$ cat src/afesp_pkg.sv
// Package of the serial frame port: timing counts, the stream word type,
// and the interval state type.
// Assumes a single 25 MHz system clock; no other file defines these names.
package afesp_pkg;
    localparam int WORD_BITS = 16;
    localparam int CLK_PERIOD_NS = 40;
    localparam int SCLK_MIN_PERIOD_NS = 300;
    // Least shift-clock period rounds up to whole system cycles, then to an
    // even count so high and low halves are equal.
    localparam int SCLK_MIN_CYCLES =
        (SCLK_MIN_PERIOD_NS + CLK_PERIOD_NS - 1) / CLK_PERIOD_NS;
    localparam int SCLK_HALF_CYCLES = (SCLK_MIN_CYCLES + 1) / 2;
    localparam int OSR_BASE = 32;
    localparam logic [2:0] OSR_N_RESET = 3'h5;
    localparam logic [WORD_BITS-1:0] WORD_RESET = 16'h0000;
    localparam int FIFO_DEPTH = 16;

    typedef struct packed {
        logic ctrl;
        logic [WORD_BITS-1:0] word;
    } afesp_word_t;

    typedef enum logic [1:0] {
        ST_IDLE,
        ST_DATA,
        ST_CTRL
    } afesp_state_t;
endpackage : afesp_pkg

$ cat src/afesp_fifo.sv
// Synchronous FIFO with valid/ready on both sides.
// Assumes one clock and a synchronous active-high reset.
`timescale 1ns/10ps
module afesp_fifo #(
    parameter int WIDTH = 17,
    parameter int DEPTH = 16
) (
    input wire logic clk_i, // System clock.
    input wire logic rst_i, // Synchronous reset.
    input wire logic [WIDTH-1:0] in_data_i, // Write data.
    input wire logic in_valid_i, // Write request.
    output logic in_ready_o, // Not full.
    output logic [WIDTH-1:0] out_data_o, // Head word.
    output logic out_valid_o, // Not empty.
    input wire logic out_ready_i // Reader takes head.
);
    localparam int AW = $clog2(DEPTH);
    logic [WIDTH-1:0] mem [DEPTH];
    logic [AW-1:0] wr_ptr;
    logic [AW-1:0] rd_ptr;
    logic [AW:0] count;
    wire push = in_valid_i && in_ready_o;
    wire pop = out_valid_o && out_ready_i;
    assign in_ready_o = (count != (AW+1)'(DEPTH));
    assign out_valid_o = (count != '0);
    assign out_data_o = mem[rd_ptr];

    always_ff @(posedge clk_i) begin
        if (push) begin
            mem[wr_ptr] <= in_data_i;
        end
    end

    always_ff @(posedge clk_i) begin
        if (rst_i) begin
            wr_ptr <= '0;
            rd_ptr <= '0;
            count <= '0;
        end else begin
            if (push) begin
                wr_ptr <= AW'(wr_ptr + 1'b1);
            end
            if (pop) begin
                rd_ptr <= AW'(rd_ptr + 1'b1);
            end
            count <= (AW+1)'(count + push - pop);
        end
    end
endmodule : afesp_fifo

$ cat src/afesp_port.sv
// Framing logic of the converter front end's synchronous serial port.
// Assumes the partner samples on the shift clock and that the pin inputs
// arrive asynchronously; the converter side is a same-clock stream.
`timescale 1ns/10ps
// Overview of operation
// - Device makes shift clock; every interval lasts exactly 16 shift clocks.
// - Data interval sends ADC word out while DAC word shifts in.
// - Control interval takes control word in, sends read-back data out.
// - Control interval only when hardware pin or control word requests it.
// - Only frame sync falling edge starts an interval.
// - Primary sync starts data interval; secondary sync starts control one.
// - One data interval per sample; primary syncs are one sample apart.
// - Sample rate is master clock divided by oversampling ratio.
module afesp_port
    import afesp_pkg::*;
#(
    parameter int FIFO_DEPTH_P = FIFO_DEPTH
) (
    input wire logic clk_i, // System clock, 25 MHz.
    input wire logic rst_i, // Synchronous reset.
    input wire logic mclk_i, // Master clock pin, oversampling rate.
    input wire logic [2:0] osr_n_i, // Ratio factor N, 2 to 6.
    input wire logic hw_ctrl_req_i, // Hardware control request pin.
    input wire logic [WORD_BITS-1:0] adc_word_i, // Converted sample.
    input wire logic adc_valid_i, // Sample strobe from ADC.
    input wire logic [WORD_BITS-1:0] readback_i, // Register read data.
    input wire logic serial_in_i, // Serial input pin.
    output logic serial_out_o, // Serial output pin.
    output logic shift_clk_o, // Shift clock pin.
    output logic frame_sync_out_o, // Frame sync pin, active falling.
    output logic [WORD_BITS-1:0] rx_word_o, // Received word.
    output logic rx_ctrl_o, // Received word was a control word.
    output logic rx_valid_o, // Received word available.
    input wire logic rx_ready_i, // Consumer takes received word.
    output logic adc_ready_o // Capture is free for a new sample and the receive FIFO is not full.
);
    localparam int SW = WORD_BITS;
    localparam logic [3:0] HALF = 4'(SCLK_HALF_CYCLES - 1);
    localparam logic [4:0] LAST_BIT = 5'(SW - 1);

    logic [2:0] mclk_sync;
    logic [1:0] req_sync;
    logic [1:0] din_sync;
    logic [10:0] mclk_count;
    logic [3:0] half_count;
    logic [4:0] bit_count;
    logic [SW-1:0] tx_shift;
    logic [SW-1:0] rx_shift;
    logic [SW-1:0] adc_hold;
    logic ctrl_pend;
    logic sclk;
    afesp_state_t state;
    afesp_state_t next_state;
    afesp_word_t fifo_in;
    afesp_word_t fifo_out;
    logic fifo_in_ready;
    logic fifo_out_valid;
    logic rx_push;

    // Rising master clock edge, seen after the two-stage synchroniser.
    wire mclk_rise = mclk_sync[1] && !mclk_sync[2];
    wire [10:0] osr = 11'(OSR_BASE) * 11'(osr_n_i);
    wire sample_tick = mclk_rise && (mclk_count >= osr - 11'h001);
    wire half_end = (half_count == HALF);
    wire sclk_fall = half_end && sclk;
    wire sclk_rise = half_end && !sclk;
    wire last_bit = (bit_count == LAST_BIT);
    wire busy = (state != ST_IDLE);
    logic adc_valid_q;
    // Bit 14 of a received control word asks for another control interval.
    wire word_req = rx_push && (state == ST_CTRL) && rx_shift[SW-2];
    wire start_ctrl = !busy && ctrl_pend && sclk_fall;
    wire start_data = !busy && !ctrl_pend && adc_valid_q && sclk_fall;

    always_ff @(posedge clk_i) begin
        if (rst_i) begin
            mclk_sync <= 3'h0;
            req_sync <= 2'h0;
            din_sync <= 2'h0;
        end else begin
            mclk_sync <= {mclk_sync[1:0], mclk_i};
            req_sync <= {req_sync[0], hw_ctrl_req_i};
            din_sync <= {din_sync[0], serial_in_i};
        end
    end

    // Sampling period counter on master clock edges.
    always_ff @(posedge clk_i) begin
        if (rst_i || sample_tick) begin
            mclk_count <= 11'h000;
        end else if (mclk_rise) begin
            mclk_count <= 11'(mclk_count + 11'h001);
        end
    end

    // Free-running shift clock from the system clock divider.
    always_ff @(posedge clk_i) begin
        if (rst_i || half_end) begin
            half_count <= 4'h0;
        end else begin
            half_count <= 4'(half_count + 4'h1);
        end
        if (rst_i) begin
            sclk <= 1'b0;
        end else if (half_end) begin
            sclk <= !sclk;
        end
    end

    // One data interval per sample: a sample arms exactly one primary sync.
    always_ff @(posedge clk_i) begin
        if (rst_i) begin
            adc_valid_q <= 1'b0;
            adc_hold <= WORD_RESET;
        end else if (sample_tick && adc_valid_i) begin
            adc_valid_q <= 1'b1;
            adc_hold <= adc_word_i;
        end else if (start_data) begin
            adc_valid_q <= 1'b0;
        end
    end

    // Pending control request; a new request wins over the clear.
    always_ff @(posedge clk_i) begin
        if (rst_i) begin
            ctrl_pend <= 1'b0;
        end else if (req_sync[1] || word_req) begin
            ctrl_pend <= 1'b1;
        end else if (start_ctrl) begin
            ctrl_pend <= 1'b0;
        end
    end

    always_comb begin
        next_state = state;
        case (state)
            ST_IDLE: begin
                if (start_ctrl) begin
                    next_state = ST_CTRL;
                end else if (start_data) begin
                    next_state = ST_DATA;
                end
            end
            ST_DATA, ST_CTRL: begin
                if (sclk_fall && last_bit) begin
                    next_state = ST_IDLE;
                end
            end
            default: next_state = ST_IDLE;
        endcase
    end

    assign rx_push = busy && sclk_fall && last_bit;

    always_ff @(posedge clk_i) begin
        if (rst_i) begin
            state <= ST_IDLE;
            bit_count <= 5'h00;
            tx_shift <= WORD_RESET;
            rx_shift <= WORD_RESET;
            frame_sync_out_o <= 1'b1;
            serial_out_o <= 1'b0;
            shift_clk_o <= 1'b0;
        end else begin
            state <= next_state;
            // Follow the divider's next level, so the pin falls on the same
            // edge as frame sync and the first output bit.
            shift_clk_o <= half_end ? !sclk : sclk;
            if (start_data || start_ctrl) begin
                // Falling frame sync opens the interval; rising carries
                // nothing and is merely the return to idle.
                frame_sync_out_o <= 1'b0;
                bit_count <= 5'h00;
                tx_shift <= start_ctrl ? readback_i : adc_hold;
                serial_out_o <= start_ctrl ? readback_i[SW-1]
                                           : adc_hold[SW-1];
            end else if (busy && sclk_fall) begin
                frame_sync_out_o <= 1'b1;
                bit_count <= 5'(bit_count + 5'h01);
                serial_out_o <= tx_shift[SW-2];
                tx_shift <= {tx_shift[SW-2:0], 1'b0};
            end
            if (busy && sclk_rise) begin
                rx_shift <= {rx_shift[SW-2:0], din_sync[1]};
            end
        end
    end

    // A received word is dropped only if the FIFO is full; the consumer
    // must keep up at the sample rate.
    assign fifo_in.ctrl = (state == ST_CTRL);
    assign fifo_in.word = rx_shift;

    afesp_fifo #(
        .WIDTH(SW + 1),
        .DEPTH(FIFO_DEPTH_P)
    ) u_rx_fifo (
        .clk_i(clk_i),
        .rst_i(rst_i),
        .in_data_i(fifo_in),
        .in_valid_i(rx_push),
        .in_ready_o(fifo_in_ready),
        .out_data_o(fifo_out),
        .out_valid_o(fifo_out_valid),
        .out_ready_i(rx_ready_i && rx_valid_o)
    );

    always_ff @(posedge clk_i) begin
        if (rst_i) begin
            rx_word_o <= WORD_RESET;
            rx_ctrl_o <= 1'b0;
            rx_valid_o <= 1'b0;
            adc_ready_o <= 1'b0;
        end else begin
            rx_word_o <= fifo_out.word;
            rx_ctrl_o <= fifo_out.ctrl;
            rx_valid_o <= fifo_out_valid && !(rx_ready_i && rx_valid_o);
            adc_ready_o <= !adc_valid_q && fifo_in_ready;
        end
    end
endmodule : afesp_port
$ cat config.mk
export PLATFORM = sky130hd
export DESIGN_NAME = afesp_port
export DESIGN_NICKNAME = d
export VERILOG_FILES = /design/src/afesp_pkg.sv /design/src/afesp_fifo.sv /design/src/afesp_port.sv
export SDC_FILE = /design/constraint.sdc
export NUM_CORES = 1
export LEC_CHECK = 0
export ABC_AREA = 1
export BUFFER_PORTS_ARGS = -buffer_cell sky130_fd_sc_hd__buf_2
export CORE_MARGIN = 2
export CORE_UTILIZATION = 47
export DETAILED_ROUTE_END_ITERATION = 10
export GPL_TIMING_DRIVEN = 0
export HOLD_SLACK_MARGIN = 0.12
export PLACE_DENSITY_LB_ADDON = 0.05
export SLEW_MARGIN = 20
export SYNTH_ARGS = -nofsm -noshare
export SYNTH_HDL_FRONTEND = slang
export SYNTH_SLANG_ARGS = --single-unit
export TNS_END_PERCENT = 20
$ cat constraint.sdc
create_clock -name clk_i -period 3.9 [get_ports clk_i]
set_input_delay 0.585 -clock clk_i [delete_from_list [all_inputs] [get_ports clk_i]]
set_output_delay 0.585 -clock clk_i [all_outputs]
set_load 0.01 [all_outputs]
Yosys cells after proc, flatten, opt, wreduce, memory -nomap -nowiden

Memory sizes are Yosys's and may differ from the RTL's. A register that Yosys moved wholly into a read port is not among the register bits.
Index checks and enable logic that the tools add are counted.

Add/subtract/negate cells: 8
Eq/ne operators: 7
Multiplexer cells: 18
Order comparisons: 1
Reduce and logical (&&, ||, !) cells: 40

Operators with widths:

| kind                  | number |
|---|---|
| $mux 15               | 3 |
| $logic_and 1x1->1     | 21 |
| $add 4x1->4 const B   | 3 |
| $add 11x1->11 const B | 1 |
| $ge 11x11->1          | 1 |
| $mux 1                | 11 |
| $sub 8x1->9 const B   | 1 |
| $reduce_bool 2->1     | 4 |
| $logic_not 1->1       | 6 |
| $mux 2                | 3 |
| $add 5x1->5           | 1 |
| $add 5x1->5 const B   | 1 |
| $eq 5x4->1 const B    | 1 |
| $ne 5x5->1 const B    | 1 |
| $reduce_bool 5->1     | 1 |
| $sub 5x1->5           | 1 |
| $eq 4x2->1 const B    | 1 |
| $logic_or 1x1->1      | 4 |
| $pmux 2 s2            | 1 |
| $reduce_or 2->1       | 2 |
| $ne 3x3->1 const B    | 1 |
| $eq 2x1->1 const B    | 1 |
| $eq 2x2->1 const B    | 1 |
| $logic_not 2->1       | 1 |
| 2 further kinds       | 2 |

Output and inout port bits: 22
Bits in writable memories: 272
Input bits: 42
Register bits after elaboration: 96
Word-level logic and storage cells: 95
Memories: 1

Memory list:

| name          | depth | bits a word | rd ports | clocked after memory_dff | write ports | line             | source |
|---|---|---|---|---|---|---|---|
| u_rx_fifo.mem | 16    | 17          | 1        | 1                        | 1           | afesp_fifo.sv:18 | `logic [WIDTH-1:0] mem [DEPTH];` |

Longest topological paths before layout

Depth in word-level cells: 8
Mapped depth: 15
Depth with buffers taken out: 15

Hierarchy

Synthesis repeated with hierarchy kept, for this count alone.

Cells, all modules: 1889
Area total of the unflattened synthesis: 17056.4 sq um

By module, submodules not included:

| module     | area each (sq um) | cells an instance | sequential area each (sq um) | times used |
|---|---|---|---|---|
| afesp_fifo | 12510.7           | 1230              | 8508.2                       | 1 |
| afesp_port | 4545.6            | 659               | 2001.9                       | 1 |

Worst setup path after synthesis

No wires, ideal clock.

Path kind: reg-to-reg
Start: register half_count[0]
End: memory u_rx_fifo.mem[11][0], enable pin
Cell stages (with the launch flop): 12
Arrival time: 2.073 ns
Slack: 1.437 ns
Buffers on the path: 0
Data required time: 3.510 ns
Clock period less this slack: 2.463 ns
Library setup time: 0.390 ns
Cell sequence: dfxtp_1 ha_1 inv_1 nor2_2 nand2_2 nor2_8 nand2_4 nor2_4 nand2_4 inv_6 nand3_1 nor2_1

Word-level cells in the longest chain between the ends: 7

Ends and longest elaborated chain:

| element                         | line              | source |
|---|---|---|
| from (decl)                     | afesp_port.sv:45  | `logic [3:0] half_count;` |
| from (signal assigned)          | afesp_port.sv:101 | `half_count <= 4'(half_count + 4'h1);` |
| $eq 4x2->1                      | afesp_port.sv:64  | `wire half_end = (half_count == HALF);` |
| $logic_and 1x1->1               | afesp_port.sv:65  | `wire sclk_fall = half_end && sclk;` |
| $logic_and 1x1->1 (2 in series) | afesp_port.sv:153 | `assign rx_push = busy && sclk_fall && last_bit;` |
| $logic_and 1x1->1               | afesp_fifo.sv:22  | `wire push = in_valid_i && in_ready_o;` |
| $mux 1                          | afesp_fifo.sv:29  | `if (push) begin` |
| $mux 1 (not written as such)    | afesp_fifo.sv:30  | `mem[wr_ptr] <= in_data_i;` |
| to (decl)                       | afesp_fifo.sv:18  |  |

Every way passes these cells.

Worst setup path after layout

Start: register u_rx_fifo.count[3]
End: register u_rx_fifo.count[4]

Elaborated cells between the ends (all ways): 6
Classes of those cells: add/sub: 2; eq/ne: 1; reduce/logical: 3

RTL lines:

| element                 | line             | source |
|---|---|---|
| from (decl)             | afesp_fifo.sv:21 | `logic [AW:0] count;` |
| from (signal assigned)  | afesp_fifo.sv:46 | `count <= (AW+1)'(count + push - pop);` |
| $reduce_bool 5->1       | afesp_fifo.sv:25 | `assign out_valid_o = (count != '0);` |
| $logic_and 1x1->1       | afesp_fifo.sv:23 | `wire pop = out_valid_o && out_ready_i;` |
| named net u_rx_fifo.pop | afesp_fifo.sv:23 |  |
| $sub 5x1->5             | afesp_fifo.sv:46 |  |

The timed path passes the listed nets, and every way through them passes these cells.
A chain may end at the register's enable or synchronous reset.

==> impl_metrics.ini <==
[synth]
synthMuxAreaShare_pct = 0
synth_top_family_by_area = simple AND/OR/NAND/NOR gates
synthTopCellsByArea = edfxtp_1 (51%), dfxtp_1 (14%), nor2_1 (6.8%), o21ai_0 (5.3%), o211ai_1 (3.3%)
synth-seq-area-share_pct = 65.6
async_flop_share_pct = 0
synth_edf_count = 272
synth_warnings = 0
syn_nets = 1561
syn_area_um2 = 15900
synth-compound-area-share_pct = 11.8
synth_cell_types = 38
synthCells = 1494
ys_ff_latch = 385
synthSimpleGateAreaFrac_pct = 13.8
netlist.area_leader.share_pct = 51.3
synth_top_cell_by_area = edfxtp_1
synth-xor-area-share_pct = 0.771
synthAdderAreaFrac_pct = 2.01
postSynthAreaPerCell_um2 = 10.6
synthFlopType = edfxtp_1

[place]
dp_hpwl_um = 28200
port_buffers = 61
place_congestion = 0.839
dp_cells = 2010

[setup_path]
crit_path_max_fanout = 6
critical_path_class = flip-flop to flip-flop
cp_slowest_stage_delay_ps = 400
slowest_stage = fa_1
critical_path_arrival_ps = 3370
path_buf_inv = 4
crit_path_end_kind = flip-flop
worstPathCellList = inv_1 -> ha_1 -> nand4_1 -> nand2_1 -> inv_1 -> ha_1 -> inv_1 -> ha_1 -> inv_1 -> fa_1 -> o31ai_1 -> o21ai_0 -> a21oi_1
startpoint_type = flip-flop
crit_top_cell = inv_1
critPathRequiredTime_ps = 4370
path_delay_family = adder cells

[sta]
finalCritPeriodShare_pct = 74.2
clock_skew_ps = 22.5
grt_setup_unrepaired = false
setup_tns_ps = 0
min_period_ps = 2890
hold_violations = 0
slew_headroom_pct = 46.2
fmax_mhz = 346
worst_slew_pin_slew_ps = 807
slew_viol_final = 0
setup_violations = 0

[floorplanning]
rows = 67
die_area_um2 = 35300
io_pins = 64
die_w_um = 188
die_y_um = 188
initial_core_util_pct = 47.6
core_area_um2 = 33400

[cts]
cts_setup_buffers = 0
cts_buffers = 42
path_clk_slew_ps = 50
numClockSinks = 385
htreeDepth = 2
cts_hold_buf = 0
clockBufferDepth = 3
root_buffer = clkbuf_16
cts-resized-gates = 0
cts_tree = yes
clk_latency_ps = 540

[global_routing]
antenna_found_initial = 0
grt_max_degree = 20
grtUsageTotal_pct = 23.8
grt_pass1_vias = 10600
grt-ovfl-total = 0
grt_pass1_wl_um = 63600

[pwr]
sequentialPowerShare_pct = 46.8
p_int_mw = 6.99
p_comb_share_pct = 13.0
clockPowerShare_pct = 40.2
cellLeakagePower_nw = 7.32
sw_frac_of_total_pct = 26.0
power_density_nw_per_um2 = 518
p_switching_mw = 2.45
vdd_drop_max_mv = 0.358
p_total_mw = 9.45

[final_layout]
diodes = 0
layout.nets = 1673
drive_gt1_share_pct = 12.3
regArea_um2 = 10400
fin_cells = 2087
multiInputGateArea_um2 = 4600
syn2layout_area_growth_pct = 14.7
fillers = 2989

[drt]
remaining_drc_errors = 0
first_pass_iters = 5
antenna_left = 0
wirelength_um = 41300
routedWlPerCell_um = 19.8
met1_length_um = 18100
top_layer_used = met4
met2_length_um = 20000
vias_per_cell = 5.29
num_vias = 11100
dr_wl_met3_um = 2200
first_iter_violations = 915

[outcome]
status = complete, no violations

[run]
cap_violations = 0

[worst_hold_path]
hp-class = primary input to flip-flop
==> layout by cell type, fill, tap and decap left out, types with 3 or more instances in the layout <==
cell type / count
nor2_1: 272
edfxtp_1: 272
o21ai_0: 167
inv_1: 137
nand2_1: 125
dfxtp_1: 113
buf_2: 82
a21oi_1: 72
o211ai_1: 69
nand3_1: 58
clkbuf_1: 57
clkbuf_16: 45
ha_1: 24
nand4_1: 19
nor2_4: 15
buf_6: 15
o21a_1: 11
xor2_1: 10
clkinv_1: 10
nor2_2: 9
nand2_2: 7
buf_4: 6
o21ai_1: 6
nor3_1: 5
xnor2_1: 4
clkinv_2: 4
nand2_4: 3
inv_2: 3
buf_1: 3
clkbuf_8: 3
==> synthesized netlist by cell type, types with 2 or more instances <==
master,number
nor2_1,288
edfxtp_1,272
o21ai_0,167
inv_1,137
nand2_1,125
dfxtp_1,113
a21oi_1,72
o211ai_1,69
nand3_1,58
clkbuf_1,40
ha_1,24
buf_2,21
nand4_1,19
o21a_1,11
xor2_1,10
buf_6,9
nand2_2,7
buf_4,6
nor2_4,6
o21ai_1,6
nor3_1,5
xnor2_1,4
buf_1,3
clkinv_1,3
inv_2,3
nand2_4,3
nor2_2,2
==> cells by family (layout without fill, tap and decap cells) <==
logic type	count (synthesis)	after routing
DFF	385	385
xor gates and xnor gates	14	14
and+or+nand+nor	517	517
AOI/OAI and AO/OA	329	329
buffers and inverters	224	369
adders and majority gates	25	25
==> state kept, by name, indices dropped and copies added (netlist names), 5 cells and up <==
| name | flops |
|---|---|
| u_rx_fifo.count | 5 |
| adc_hold | 16 |
| u_rx_fifo.mem | 272 |
| rx_word_o | 16 |
| mclk_count | 11 |
| bit_count | 5 |
| tx_shift | 15 |
| rx_shift | 16 |
==> routing by layer <==
| metal | track usage [%] | vias up |
|---|---|---|
| met1 | 32.5 | 5310 |
| li1 | - | 5344 |
| met3 | 2.92 | 62 |
| met2 | 40.0 | 334 |
| met5 | 0 | - |
| met4 | 6.94 | 0 |
==> final cells by class <==
cell class                 instances  share of cell area (%)
multi-input combinational        885                    25.2
clock inverter                    12                   0.418
clock buffer                      65                    6.75
inverter                         145                    3.02
sequential                       385                    57.1
timing repair buffer              68                    2.13
buffer                            79                    2.26
tap                              448                    3.07
==> worst min-delay path, stage by stage <==
cell and delay, ps:
buf_2 90, inv_1 40, nor2_1 30
==> final timing paths <==
path / cells after the start / to / slack (ps) / from
worst max-delay path: 13 / u_rx_fifo.count[4] / 1010 / u_rx_fifo.count[3]
worst min-delay path: 3 / mclk_sync[0] / 250 / mclk_i
worst max register to register: 13 / u_rx_fifo.count[4] / 1010 / u_rx_fifo.count[3]
worst min register to register: 2 / din_sync[1] / 400 / din_sync[0]
==> power by group through the flow <==
stage / Sequential, mW / Combinational, mW / Clock (mW)
after floorplan: 4.52 / 0.766 / 0
after global placement: 4.50 / 1.21 / 0
after detailed placement: 4.50 / 1.23 / 0
after CTS: 4.42 / 1.23 / 3.85
after global routing: 4.42 / 1.37 / 4.01
final: 4.42 / 1.23 / 3.80
==> through the flow <==
stage	hold WS [ps]	util (%)	setup WS, ps	area [um2]
5_1_grt	252	54.6	893	18300
3_3_place_gp	391	50.2	439	16800
4_1_cts	238	54.6	1050	18300
2_1_floorplan	388	-	1440	15900
6_report	249	54.6	1010	18300
3_5_place_dp	395	50.7	992	16900
Power figures use the tool's default switching activity.
